<file path="config.mk">
export PLATFORM = sky130hd
export DESIGN_NAME = crs_top
export DESIGN_NICKNAME = d
export VERILOG_FILES = /design/src/hdl/crs_top.v
export VERILOG_INCLUDE_DIRS = /design/src /design/src/hdl
export SDC_FILE = /design/constraint.sdc
export NUM_CORES = 1
export LEC_CHECK = 0
export ABC_AREA = 1
export BUFFER_PORTS_ARGS = -buffer_cell sky130_fd_sc_hd__buf_4
export CAP_MARGIN = 20
export CORE_MARGIN = 2
export CORE_UTILIZATION = 40
export DETAILED_ROUTE_END_ITERATION = 16
export PLACE_DENSITY = 0.57
export SLEW_MARGIN = 20
export SYNTH_ARGS = -nofsm -noshare
export SYNTH_HDL_FRONTEND = slang
export SYNTH_SLANG_ARGS = --single-unit
</file>
<file path="constraint.sdc">
create_clock -name i_clk -period 6.7 [get_ports i_clk]
set_clock_uncertainty 0.15 [all_clocks]
set_input_delay 1.34 -clock i_clk [delete_from_list [all_inputs] [get_ports i_clk]]
set_output_delay 1.34 -clock i_clk [all_outputs]
set_load 0.02 [all_outputs]
</file>
<file path="src/hdl/crs_regs.vh">
`ifndef CRS_REGS_VH
`define CRS_REGS_VH

// ==========================================================================
// Register offsets (byte addresses)
`define CRS_OFS_CTRL     4'h0
`define CRS_OFS_STATUS   4'h4
`define CRS_OFS_IRQ_STAT 4'h8
`define CRS_OFS_IRQ_MASK 4'hc

// ==========================================================================
// Control fields
`define CRS_CTRL_AUTO    0
`define CRS_CTRL_SHORT   1
`define CRS_CTRL_RTS     2
`define CRS_CTRL_TRDY    3
`define CRS_CTRL_RESET   4'hc

// ==========================================================================
// Status fields
`define CRS_ST_LINE      0
`define CRS_ST_ALIGNED   1
`define CRS_ST_STATE_LSB 4
`define CRS_ST_RETRY_LSB 8

// ==========================================================================
// Interrupt fields
`define CRS_IRQ_LOSS     0
`define CRS_IRQ_DONE     1
`define CRS_IRQ_REGAIN   2
`define CRS_IRQ_W        3

// ==========================================================================
// Timing
`define CRS_CLK_MHZ      200
`define CRS_LOW_BITS     262144
`define CRS_LOW_MS_US    3000
`define CRS_RETRY_S      30
`define CRS_RETRY_CYC    33'd6000000000
`define CRS_SHORT_US     20

`endif

</file>
<file path="src/hdl/crs_top.v">
// Operation
// - While frame alignment holds, drive the sync-loss line high continuously; the code still finishes a pulse begun before alignment returned.
// - On alignment loss, hold line low 2^18 bits plus 3.0 ms, under 2^19.
// - Still unaligned after line returns high: start new pulse within 30 s.
// - Repeat pulse and wait until alignment returns, then stop pulsing.
// - Automatic mode for the newer family: detect loss and send resync.
// - Newer family pulse is a single low pulse of at least 20 us.
// - Manual mode generates no resync pulse; operator restarts the encryptor.
// - A multipoint unit always uses automatic resync; manual is not allowed.
// - Request-to-send and terminal-ready controls held high for operation; code drives them from CTRL bits 2 and 3, which software can clear.
// - Sync-loss line is an extra output beside the plain-side data port.
`timescale 1ns/1ps
`include "crs_regs.vh"

module crs_top #(
    parameter IS_MCU = 0,
    parameter LOW_BITS = `CRS_LOW_BITS,
    parameter LOW_MS_CYC = (`CRS_LOW_MS_US * `CRS_CLK_MHZ),
    parameter [32:0] RETRY_CYC = `CRS_RETRY_CYC
)(
    // Clock, reset, enable
    input wire i_clk,
    input wire i_rst,
    input wire i_ce,
    // Avalon-MM slave
    input wire [3:0] i_avs_address,
    input wire i_avs_read,
    input wire i_avs_write,
    input wire [31:0] i_avs_writedata,
    output reg [31:0] o_avs_readdata,
    output reg o_avs_waitrequest,
    output reg o_irq,
    // Framing logic
    input wire i_frame_aligned,
    // Plain-side port toward the encryptor
    input wire i_bit_clk,
    output reg o_sync_loss_line,
    output reg o_req_send,
    output reg o_term_ready
);

    localparam [31:0] SHORT_CYC = `CRS_SHORT_US * `CRS_CLK_MHZ;

    localparam [2:0] ST_IDLE = 3'h0;
    localparam [2:0] ST_BITS = 3'h1;
    localparam [2:0] ST_MS = 3'h2;
    localparam [2:0] ST_SHORT = 3'h3;
    localparam [2:0] ST_WAIT = 3'h4;

    // ======================================================================
    // Bit clock synchroniser and edge detect
    reg bclk_s1_q;
    reg bclk_s2_q;
    reg bclk_s3_q;
    wire bit_edge;

    always @(posedge i_clk or posedge i_rst)
    begin
        if (i_rst)
        begin
            bclk_s1_q <= 1'b0;
            bclk_s2_q <= 1'b0;
            bclk_s3_q <= 1'b0;
        end
        else if (i_ce)
        begin
            bclk_s1_q <= i_bit_clk;
            bclk_s2_q <= bclk_s1_q;
            bclk_s3_q <= bclk_s2_q;
        end
    end

    assign bit_edge = bclk_s2_q & ~bclk_s3_q;

    // ======================================================================
    // Alignment edge detect
    reg aligned_q;
    wire align_fall;
    wire align_rise;

    always @(posedge i_clk or posedge i_rst)
    begin
        if (i_rst)
            aligned_q <= 1'b1;
        else if (i_ce)
            aligned_q <= i_frame_aligned;
    end

    assign align_fall = aligned_q & ~i_frame_aligned;
    assign align_rise = ~aligned_q & i_frame_aligned;

    // ======================================================================
    // Registers
    reg [3:0] ctrl_q;
    reg [`CRS_IRQ_W-1:0] irq_stat_q;
    reg [`CRS_IRQ_W-1:0] irq_mask_q;
    reg [2:0] state_q;
    reg [2:0] state_d;
    reg [32:0] cnt_q;
    reg [32:0] cnt_d;
    reg [7:0] retry_q;
    wire auto_en;
    wire bus_req;
    wire wr_hit;
    wire [`CRS_IRQ_W-1:0] irq_set;
    reg [31:0] rdata;

    assign auto_en = ctrl_q[`CRS_CTRL_AUTO] | (IS_MCU != 0);
    assign bus_req = (i_avs_read | i_avs_write) & o_avs_waitrequest;
    assign wr_hit = bus_req & i_avs_write;

    always @*
    begin
        rdata = 32'h0;
        case (i_avs_address)
            `CRS_OFS_CTRL:
                rdata[3:0] = ctrl_q;
            `CRS_OFS_STATUS:
            begin
                rdata[`CRS_ST_LINE] = o_sync_loss_line;
                rdata[`CRS_ST_ALIGNED] = aligned_q;
                rdata[`CRS_ST_STATE_LSB+2:`CRS_ST_STATE_LSB] = state_q;
                rdata[`CRS_ST_RETRY_LSB+7:`CRS_ST_RETRY_LSB] = retry_q;
            end
            `CRS_OFS_IRQ_STAT:
                rdata[`CRS_IRQ_W-1:0] = irq_stat_q;
            `CRS_OFS_IRQ_MASK:
                rdata[`CRS_IRQ_W-1:0] = irq_mask_q;
            default:
                rdata = 32'h0;
        endcase
    end

    always @(posedge i_clk or posedge i_rst)
    begin
        if (i_rst)
        begin
            o_avs_waitrequest <= 1'b1;
            o_avs_readdata <= 32'h0;
            ctrl_q <= `CRS_CTRL_RESET;
            irq_mask_q <= {`CRS_IRQ_W{1'b0}};
        end
        else if (i_ce)
        begin
            o_avs_waitrequest <= ~bus_req;
            if (bus_req & i_avs_read)
                o_avs_readdata <= rdata;
            if (wr_hit && i_avs_address == `CRS_OFS_CTRL)
                ctrl_q <= i_avs_writedata[3:0];
            if (wr_hit && i_avs_address == `CRS_OFS_IRQ_MASK)
                irq_mask_q <= i_avs_writedata[`CRS_IRQ_W-1:0];
        end
    end

    // ======================================================================
    // Interrupts: set wins over write-one-to-clear
    always @(posedge i_clk or posedge i_rst)
    begin
        if (i_rst)
        begin
            irq_stat_q <= {`CRS_IRQ_W{1'b0}};
            o_irq <= 1'b0;
        end
        else if (i_ce)
        begin
            if (wr_hit && i_avs_address == `CRS_OFS_IRQ_STAT)
                irq_stat_q <= (irq_stat_q
                    & ~i_avs_writedata[`CRS_IRQ_W-1:0]) | irq_set;
            else
                irq_stat_q <= irq_stat_q | irq_set;
            o_irq <= |((irq_stat_q | irq_set) & irq_mask_q);
        end
    end

    // ======================================================================
    // Resync sequencer
    wire pulse_start;
    wire pulse_end;

    always @*
    begin
        state_d = state_q;
        cnt_d = cnt_q;
        case (state_q)
            ST_IDLE:
            begin
                cnt_d = 33'h0;
                if (align_fall & auto_en)
                    state_d = ctrl_q[`CRS_CTRL_SHORT] ? ST_SHORT : ST_BITS;
            end
            ST_BITS:
            begin
                if (bit_edge)
                    cnt_d = cnt_q + 33'h1;
                // One extra edge: the first may come just after the start
                if (cnt_q == LOW_BITS + 1)
                begin
                    state_d = ST_MS;
                    cnt_d = 33'h0;
                end
            end
            ST_MS:
            begin
                cnt_d = cnt_q + 33'h1;
                if (cnt_q == LOW_MS_CYC - 1)
                begin
                    state_d = aligned_q ? ST_IDLE : ST_WAIT;
                    cnt_d = 33'h0;
                end
            end
            ST_SHORT:
            begin
                cnt_d = cnt_q + 33'h1;
                if (cnt_q == {1'b0, SHORT_CYC} - 33'h1)
                begin
                    state_d = aligned_q ? ST_IDLE : ST_WAIT;
                    cnt_d = 33'h0;
                end
            end
            ST_WAIT:
            begin
                cnt_d = cnt_q + 33'h1;
                if (aligned_q | ~auto_en)
                    state_d = ST_IDLE;
                else if (cnt_q == RETRY_CYC - 33'h1)
                begin
                    state_d = ctrl_q[`CRS_CTRL_SHORT] ? ST_SHORT : ST_BITS;
                    cnt_d = 33'h0;
                end
            end
            default:
            begin
                state_d = ST_IDLE;
                cnt_d = 33'h0;
            end
        endcase
    end

    assign pulse_start = (state_d == ST_BITS || state_d == ST_SHORT) &&
                         (state_q == ST_IDLE || state_q == ST_WAIT);
    assign pulse_end = (state_q == ST_MS || state_q == ST_SHORT) &&
                       (state_d == ST_IDLE || state_d == ST_WAIT);
    assign irq_set = {align_rise, pulse_end, align_fall};

    // ======================================================================
    // Line level: low only while a pulse is in progress
    reg line_d;

    always @*
    begin
        line_d = 1'b1;
        case (state_d)
            ST_BITS:
                line_d = 1'b0;
            ST_MS:
                line_d = 1'b0;
            ST_SHORT:
                line_d = 1'b0;
            default:
                line_d = 1'b1;
        endcase
    end

    // ======================================================================
    // Retry counter: a first pulse clears it, each retry counts up until it holds at 255
    always @(posedge i_clk or posedge i_rst)
    begin
        if (i_rst)
            retry_q <= 8'h0;
        else if (i_ce)
        begin
            if (pulse_start && state_q == ST_IDLE)
                retry_q <= 8'h0;
            else if (pulse_start && retry_q != 8'hff)
                retry_q <= retry_q + 8'h1;
        end
    end

    always @(posedge i_clk or posedge i_rst)
    begin
        if (i_rst)
        begin
            state_q <= ST_IDLE;
            cnt_q <= 33'h0;
            o_sync_loss_line <= 1'b1;
            o_req_send <= 1'b1;
            o_term_ready <= 1'b1;
        end
        else if (i_ce)
        begin
            state_q <= state_d;
            cnt_q <= cnt_d;
            o_sync_loss_line <= line_d;
            o_req_send <= ctrl_q[`CRS_CTRL_RTS];
            o_term_ready <= ctrl_q[`CRS_CTRL_TRDY];
        end
    end

endmodule

</file>
Word-level counts from Yosys, hierarchy flattened
Cells that the tools add are included.
W data, S select, Z words.
- register bits: 78
- muxes and demuxes: 25
- reduce and logical (&&, ||, !) cells: 22
- equal/unequal tests: 17
- $add $sub $neg: 2
- bitwise logic cells: 19
- operators with widths (operator ; count):
    $mux W33 ; 6
    $pmux W33 S4 ; 1
    $add A33 B1 Y33 const B ; 1
    $eq A33 B12 Y1 const B ; 1
    $eq A33 B19 Y1 const B ; 1
    $eq A33 B20 Y1 const B ; 1
    $eq A33 B33 Y1 const B ; 1
    $mux W3 ; 9
    $mux W8 ; 3
    $pmux W3 S5 ; 1
    $eq A3 B2 Y1 const B ; 4
    $reduce_and A2 Y1 ; 5
    $add A8 B1 Y8 const B ; 1
    $eq A4 B4 Y1 const B ; 2
    $ne A8 B8 Y1 const B ; 1
    $pmux W2 S4 ; 1
    $and A1 B1 Y1 ; 7
    $logic_and A1 B1 Y1 ; 7
    $and A3 B3 Y3 ; 2
    $eq A3 B1 Y1 const B ; 2
    $eq A3 B3 Y1 const B ; 2
    $logic_not A3 Y1 ; 2
    $or A3 B3 Y3 ; 2
    $reduce_or A3 Y1 ; 2
    other kinds (11) ; 20

Depth between registers and ports, before layout
Gate-level depths: netlist of the first run.
- word-level depth: 11
- mapped depth: 15
- gate-level depth less buffers: 14

Worst setup path after synthesis of the first run
Ideal clock, no wire load.
- path kind: input to register
- start: input i_ce
- end: register retry_q[0]
- buffers on the path: 1
- arrival: 2.404 ns
- cell stages on the path: 6
- data required time: 6.431 ns
- library setup time: 0.119 ns
- slack: 4.026 ns
- cells stage by stage: buf_2 > inv_1 > a41oi_1 > nand3_2 > nand2_1 > nand2_1
- word-level cells in the longest chain between the ends: 1
- ends and longest elaborated chain (element ; RTL line ; RTL):
    from (decl) ; crs_top.v:24 ; input wire i_ce,
    $reduce_and A2 Y1 (no line) ; - ;
    to (signal assigned) ; crs_top.v:275 ; retry_q <= retry_q + 8'h1;
    to (decl) ; crs_top.v:101 ; reg [7:0] retry_q;
Every way passes these cells.
A chain may end at the register's enable or synchronous reset.

Worst setup path in the final report of the first run
- start: input i_ce
- end: register retry_q[7]
Same word-level chain as after synthesis.

==> out/qor.yml, run 1 <==
critical_path_arrival_ps: 3110
slowest_stage: "a41oi_1"
final_cell_mix: "292 x nand2_1, 110 x nor2_1, 84 x inv_1"
synth_seq_area_share: 0.353
drive_above_1_share: 0.108
slew_viol_final: 0
drcViolationCount: 0
vdd_drop_max_mv: 0.101
powerDensity_nw_per_um2: 197
synth.area.top_cells: "dfrtp_1 32%, nand2_1 20%, nor2_1 7.4%"
dieArea_sq_um: 14800
drt-initial-drc-count: 503
relSlewSlack: 0.392
synth_top_cell_by_area: "dfrtp_1"
synth_warnings: 0
cts_buffers: 9
synthArstFlopShare: 1.00
ctsResizeCount: 0
worst_pin_slew_ps: 901
ios: 80
h-tree-depth: 3
hpwl_microns: 11200
status: "finished clean"
cts_tree: "done"
rsz0062_at_grt: "false"
whs_ps: 325
start_util: 0.405
grt_pass1_vias: 4955
power.leakage_nw: 2.91
areaGrowthSynthToFinish_pct: 9.80
post-route-period-util: 0.451
grt_overflow: 0
synth-seq-cells: 78
grt_pass1_wl_microns: 25500
nets: 918
synth_area_sq_um: 5560
max_clock_freq_mhz: 331
crit_type: "input pin to flip-flop"
avgViaCountPerCell: 5.08
cts.sink_count: 78
cap_viol_max_count: 0
cp-end-kind: "flip-flop"
routed-via-count: 5365
die_w_microns: 122
synthFlopType: "dfrtp_1"
grt_max_degree: 79
netlist_instances: 854
avgSynthCellArea_sq_um: 6.51
worst_setup_path_start_kind: "input pin"
post-cts-setup-buffers: 0
clkTransAtPathRegs_ps: 70
setup_tns_ps: 0
crit_top_cell: "nand2_1"
grt_usage: 0.220
finalSetupViolCount: 0
cp_slowest_stage_delay_ps: 770
cts_buffer_depth: 2
wl_per_cell_microns: 14.4
cts_hold_buf: 0
diodes: 0
drt_wl_total_microns: 15300
core_area_sq_um: 13700
hold_viol_final: 0
hp-class: "flip-flop to flip-flop"
ant_nets: 0
cts_root_buf: "clkbuf_16"
clk_latency_ps: 350
required_ps: 6790
synth.top_cell.area_share: 0.320
drt_pre_antenna_iters: 5
synth_edf_count: 0
critical_path.max_fanout: 21
final_common_cell: "nand2_1"
io_buffers: 34
synth.distinct_cells: 37
gp_congestion: 0.976
fill_cells: 1468
path_cells: "buf_4 > inv_1 > a41oi_1 > nand3_2 > nand2_1 > nand2_1"
antenna_found_initial: 0
rows: 43
die_h_microns: 122
min_period_ps: 3020
-- flip-flops by register name, summed over array words and instances (netlist names), 3 cells and up --
signal	flops
cnt_q	33
o_avs_readdata	15
retry_q	8
ctrl_q	4
irq_mask_q	3
irq_stat_q	3
state_q	3
-- metal layers --
metal / global-route usage / part of all wire / vias to the layer above / wire length [microns]
met5: 0 / 0 / - / 0
met4: 0.0869 / 0.026 / 0 / 396
met2: 0.322 / 0.43 / 143 / 6640
met1: 0.324 / 0.49 / 2457 / 7470
li1: - / - / 2740 / -
met3: 0.0328 / 0.050 / 25 / 756
-- worst paths after layout --
| kind | cells after the start | slack (ps) | endpoint | from |
|---|---|---|---|---|
| max | 6 | 3680 | retry_q[7] | i_ce |
| min | 2 | 330 | o_req_send | o_req_send |
| max reg2reg | 12 | 3790 | cnt_q[23] | cnt_q[0] |
| min reg2reg | 2 | 330 | o_req_send | o_req_send |
| max in group asynchronous | 3 | 4850 | cnt_q[0] | i_rst |
| min in group asynchronous | 3 | 1040 | o_avs_readdata[12] | i_rst |
-- layout make-up --
cell class	instances	area, sq um	share of cell area
clock buffer	9	225	0.0369
clock inverter	7	56.3	0.00923
inverter	96	364	0.0597
multi-input combinational	650	2990	0.490
sequential	78	1960	0.321
tap	180	225	0.0369
timing repair buffer	37	282	0.0462
-- report_power, final --
part	internal [W]	leakage, nW	switching, W
combinational	0.0000567	1.73	0.000134
sequential	0.000506	1.04	0.0000293
clock	0.000256	0.137	0.000221
total	0.000818	2.91	0.000384
-- cells by family (layout without fill, tap and decap cells) --
group | count (synthesis) | in the layout | synth area share
buf+inv | 142 | 149 | 0.120
compound gates | 76 | 76 | 0.0795
xor+xnor | 10 | 10 | 0.0158
fa+ha+maj | 3 | 3 | 0.00676
other cells | 1 | 17 | 0.000675
simple gates | 544 | 544 | 0.424
flops | 78 | 78 | 0.353
-- Yosys cell counts, drive strengths merged, types with 7 or more instances --
| master | number |
|---|---|
| buf | 39 |
| clkbuf | 7 |
| dfrtp | 71 |
| dfstp | 7 |
| inv | 96 |
| nand2 | 300 |
| nand3 | 59 |
| nand3b | 7 |
| nand4 | 34 |
| nor2 | 119 |
| nor3 | 24 |
| o211ai | 8 |
| o21ai | 48 |
| xor2 | 10 |
-- stage by stage --
stage                     power (W)  std cells  setup slack (ps)  cell area (sq um)  utilization
after global routing        0.00127       1057              3360               6100        0.445
after detailed placement   0.000736       1041              3340               5810        0.424
after floorplan            0.000684        870              3230               5620            -
after global placement     0.000735       1041              3370               5810        0.424
final                       0.00120       1057              3680               6100        0.445
after CTS                   0.00122       1057              3700               6100        0.444
-- worst max-delay path, delay by kind of cell --
| family | cells | cell delay [ps] |
|---|---|---|
| AOI/OAI and AO/OA | 1 | 770 |
| buffers and inverters | 2 | 490 |
| and+or+nand+nor | 3 | 510 |
Note: power is estimated with default switching activity, not from simulation.
==> run 2: changes to the inputs <==
==> constraint.sdc (replaced) <==
create_clock -name i_clk -period 3.15 [get_ports i_clk]
set_clock_uncertainty 0.15 [all_clocks]
set_input_delay 0.63 -clock i_clk [delete_from_list [all_inputs] [get_ports i_clk]]
set_output_delay 0.63 -clock i_clk [all_outputs]
set_load 0.02 [all_outputs]
==> run 2 against run 1 <==
  * Utilization rose by 0.50 points
  * Clock power rose by 130%
  * Cell count rose by 0.47%
  * Sequential power rose by 110%
  * First-iteration DRC count rose by 3.0%
  * Register-to-register slack got worse by 3200 ps
  * Worst setup slack got worse by 3100 ps
  * Sequential share of layout area fell by 0.36 points
  * Clock-buffer cell count did not move
  * Critical path depth rose by 4
  * Cell area rose by 1.1%
  * Largest power group unchanged
  * Highest routed layer unchanged
==> out/qor.yml, run 2 (synthesis results as in run 1) <==
dieArea_sq_um: 14800  # unchanged
max_clock_freq_mhz: 392
final_cell_count_no_fill: 1062  # was 1,057
critical_path.max_fanout: 11  # was 21
critical_path_arrival_ps: 2640  # was 3110 ps
post-cts-setup-buffers: 0  # unchanged
reg.largest.list: "cnt_q x33, o_avs_readdata x15, retry_q x8"  # unchanged
die_h_microns: 122  # unchanged
hpwl_microns: 11500  # was 11,200 microns
grt_overflow: 0  # unchanged
status: "finished clean"  # unchanged
nets: 923  # was 918
avgViaCountPerCell: 5.15  # was 5.08
cts.sink_count: 78  # unchanged
post-route-period-util: 0.809
clk_latency_ps: 350  # about the same
drcViolationCount: 0  # unchanged
vdd_drop_max_mv: 0.299  # was 0.101 mV
cts_tree: "done"  # unchanged
grt_usage: 0.220  # about the same
placed_area_sq_um: 5860  # was 5810 sq um
fill_cells: 1449  # was 1,468
cts_hold_buf: 0  # unchanged
relSlewSlack: 0.589  # was 0.392
largest-register: "cnt_q"  # unchanged
final_cell_mix: "292 x nand2_1, 110 x nor2_1, 84 x inv_1"  # unchanged
crit_type: "flip-flop to flip-flop"  # was input pin to flip-flop
gp_congestion: 0.985  # was 0.976
setup_tns_ps: 0  # unchanged
min_period_ps: 2550
cp-end-kind: "flip-flop"  # unchanged
largest_register_ffs: 33  # unchanged
multi_input_area_sq_um: 2990  # unchanged
cap_viol_max_count: 0  # unchanged
worst_setup_path_start_kind: "flip-flop"  # was input pin
setup_slack_ps: 602  # was 3680 ps
start_util: 0.405  # unchanged
grt_max_degree: 50  # was 79
worst_pin_slew_ps: 616  # was 901 ps
areaGrowthSynthToFinish_pct: 11.0  # was 9.80%
grt_pass1_vias: 5116  # was 4,955
ctsResizeCount: 0  # unchanged
power.leakage_nw: 2.95  # was 2.91 nW
drt_pre_antenna_iters: 5  # unchanged
h-tree-depth: 3  # unchanged
antenna_found_initial: 0  # unchanged
drt_wl_total_microns: 15500  # was 15,300 microns
required_ps: 3240  # was 6790 ps
ios: 80  # unchanged
powerDensity_nw_per_um2: 430  # was 197 nW/um^2
final_common_cell: "nand2_1"  # unchanged
ant_nets: 0  # unchanged
seq_area_sq_um: 1960  # unchanged
die_w_microns: 122  # unchanged
p_total_w: 0.00265  # was 0.00120 W
wl_per_cell_microns: 14.6  # was 14.4 microns
clkTransAtPathRegs_ps: 70  # about the same
place_inst: 1046  # was 1,041
rsz0062_at_grt: "false"  # unchanged
cts_root_buf: "clkbuf_16"  # unchanged
grt_pass1_wl_microns: 25800  # was 25,500 microns
hold_viol_final: 0  # unchanged
rows: 43  # unchanged
diodes: 0  # unchanged
dpl_worst_slack_ps: 636  # was 3340 ps
routed-via-count: 5474  # was 5,365
io_buffers: 34  # unchanged
hp-class: "input pin to asynchronous set/reset pin"  # was flip-flop to flip-flop
drive_above_1_share: 0.113  # was 0.108
cts_buffer_depth: 2  # unchanged
finalSetupViolCount: 0  # unchanged
cts_buffers: 9  # unchanged
fin_area_sq_um: 6170  # was 6100 sq um
slew_viol_final: 0  # unchanged
drt-initial-drc-count: 518  # was 503
core_area_sq_um: 13700  # unchanged
run 2: cell count changes in the layout (fill, tap and decap cells not counted), sizes merged:
| cell | change |
|---|---|
| bufinv | +1 |
| buf | +5 |
| clkinv | -1 |
| inv | +1 |
| clkinvlp | -1 |
run 2: report_power, final:
part	internal, W	switching [W]	leakage, nW	total (W)
combinational	0.000129	0.000287	1.76	0.000416
sequential	0.00108	0.0000636	1.04	0.00114
clock	0.000626	0.000473	0.151	0.00110
total	0.00183	0.000823	2.95	0.00265
run 2: final timing paths:
path,from,endpoint,slack (ps),cells past startpoint
worst max-delay path,cnt_q[0],retry_q[0],600,10
worst min-delay path,i_rst,retry_q[4],190,2
worst max register to register,cnt_q[0],retry_q[0],600,10
worst min register to register,o_req_send,o_req_send,320,2
max in group asynchronous,i_rst,ctrl_q[2],1950,3
min in group i_clk,o_req_send,o_req_send,320,2
run 2: through the flow:
step / utilization / hold WS (ps)
floorplan: - / 303
CTS: 0.450 / 223
global placement: 0.427 / 310
global route: 0.450 / 243
finish: 0.450 / 192
detailed placement: 0.427 / 310
run 2: area by class of cell:
type,instances,area share
multi-input combinational,650,0.484
sequential,78,0.318
inverter,96,0.0590
timing repair buffer,42,0.0531
clock buffer,9,0.0365
tap,180,0.0365
clock inverter,7,0.0128
run 2: metal layers:
metal	up-vias	wire length, microns	global-route usage
met5	-	0	0
met4	0	301	0.0690
met3	20	766	0.0337
met2	141	7020	0.346
met1	2565	7420	0.312
li1	2748	-	-
run 2: critical path, stage by stage, from the launching register on:
cell and delay (ps):
dfrtp_1 440, ha_1 250, nand2_1 120, nor2_2 180, nand2_2 200, inv_1 300, nand4_1 160, nand3_2 250
nand3_2 220, nand2_1 120, nand2_1 50
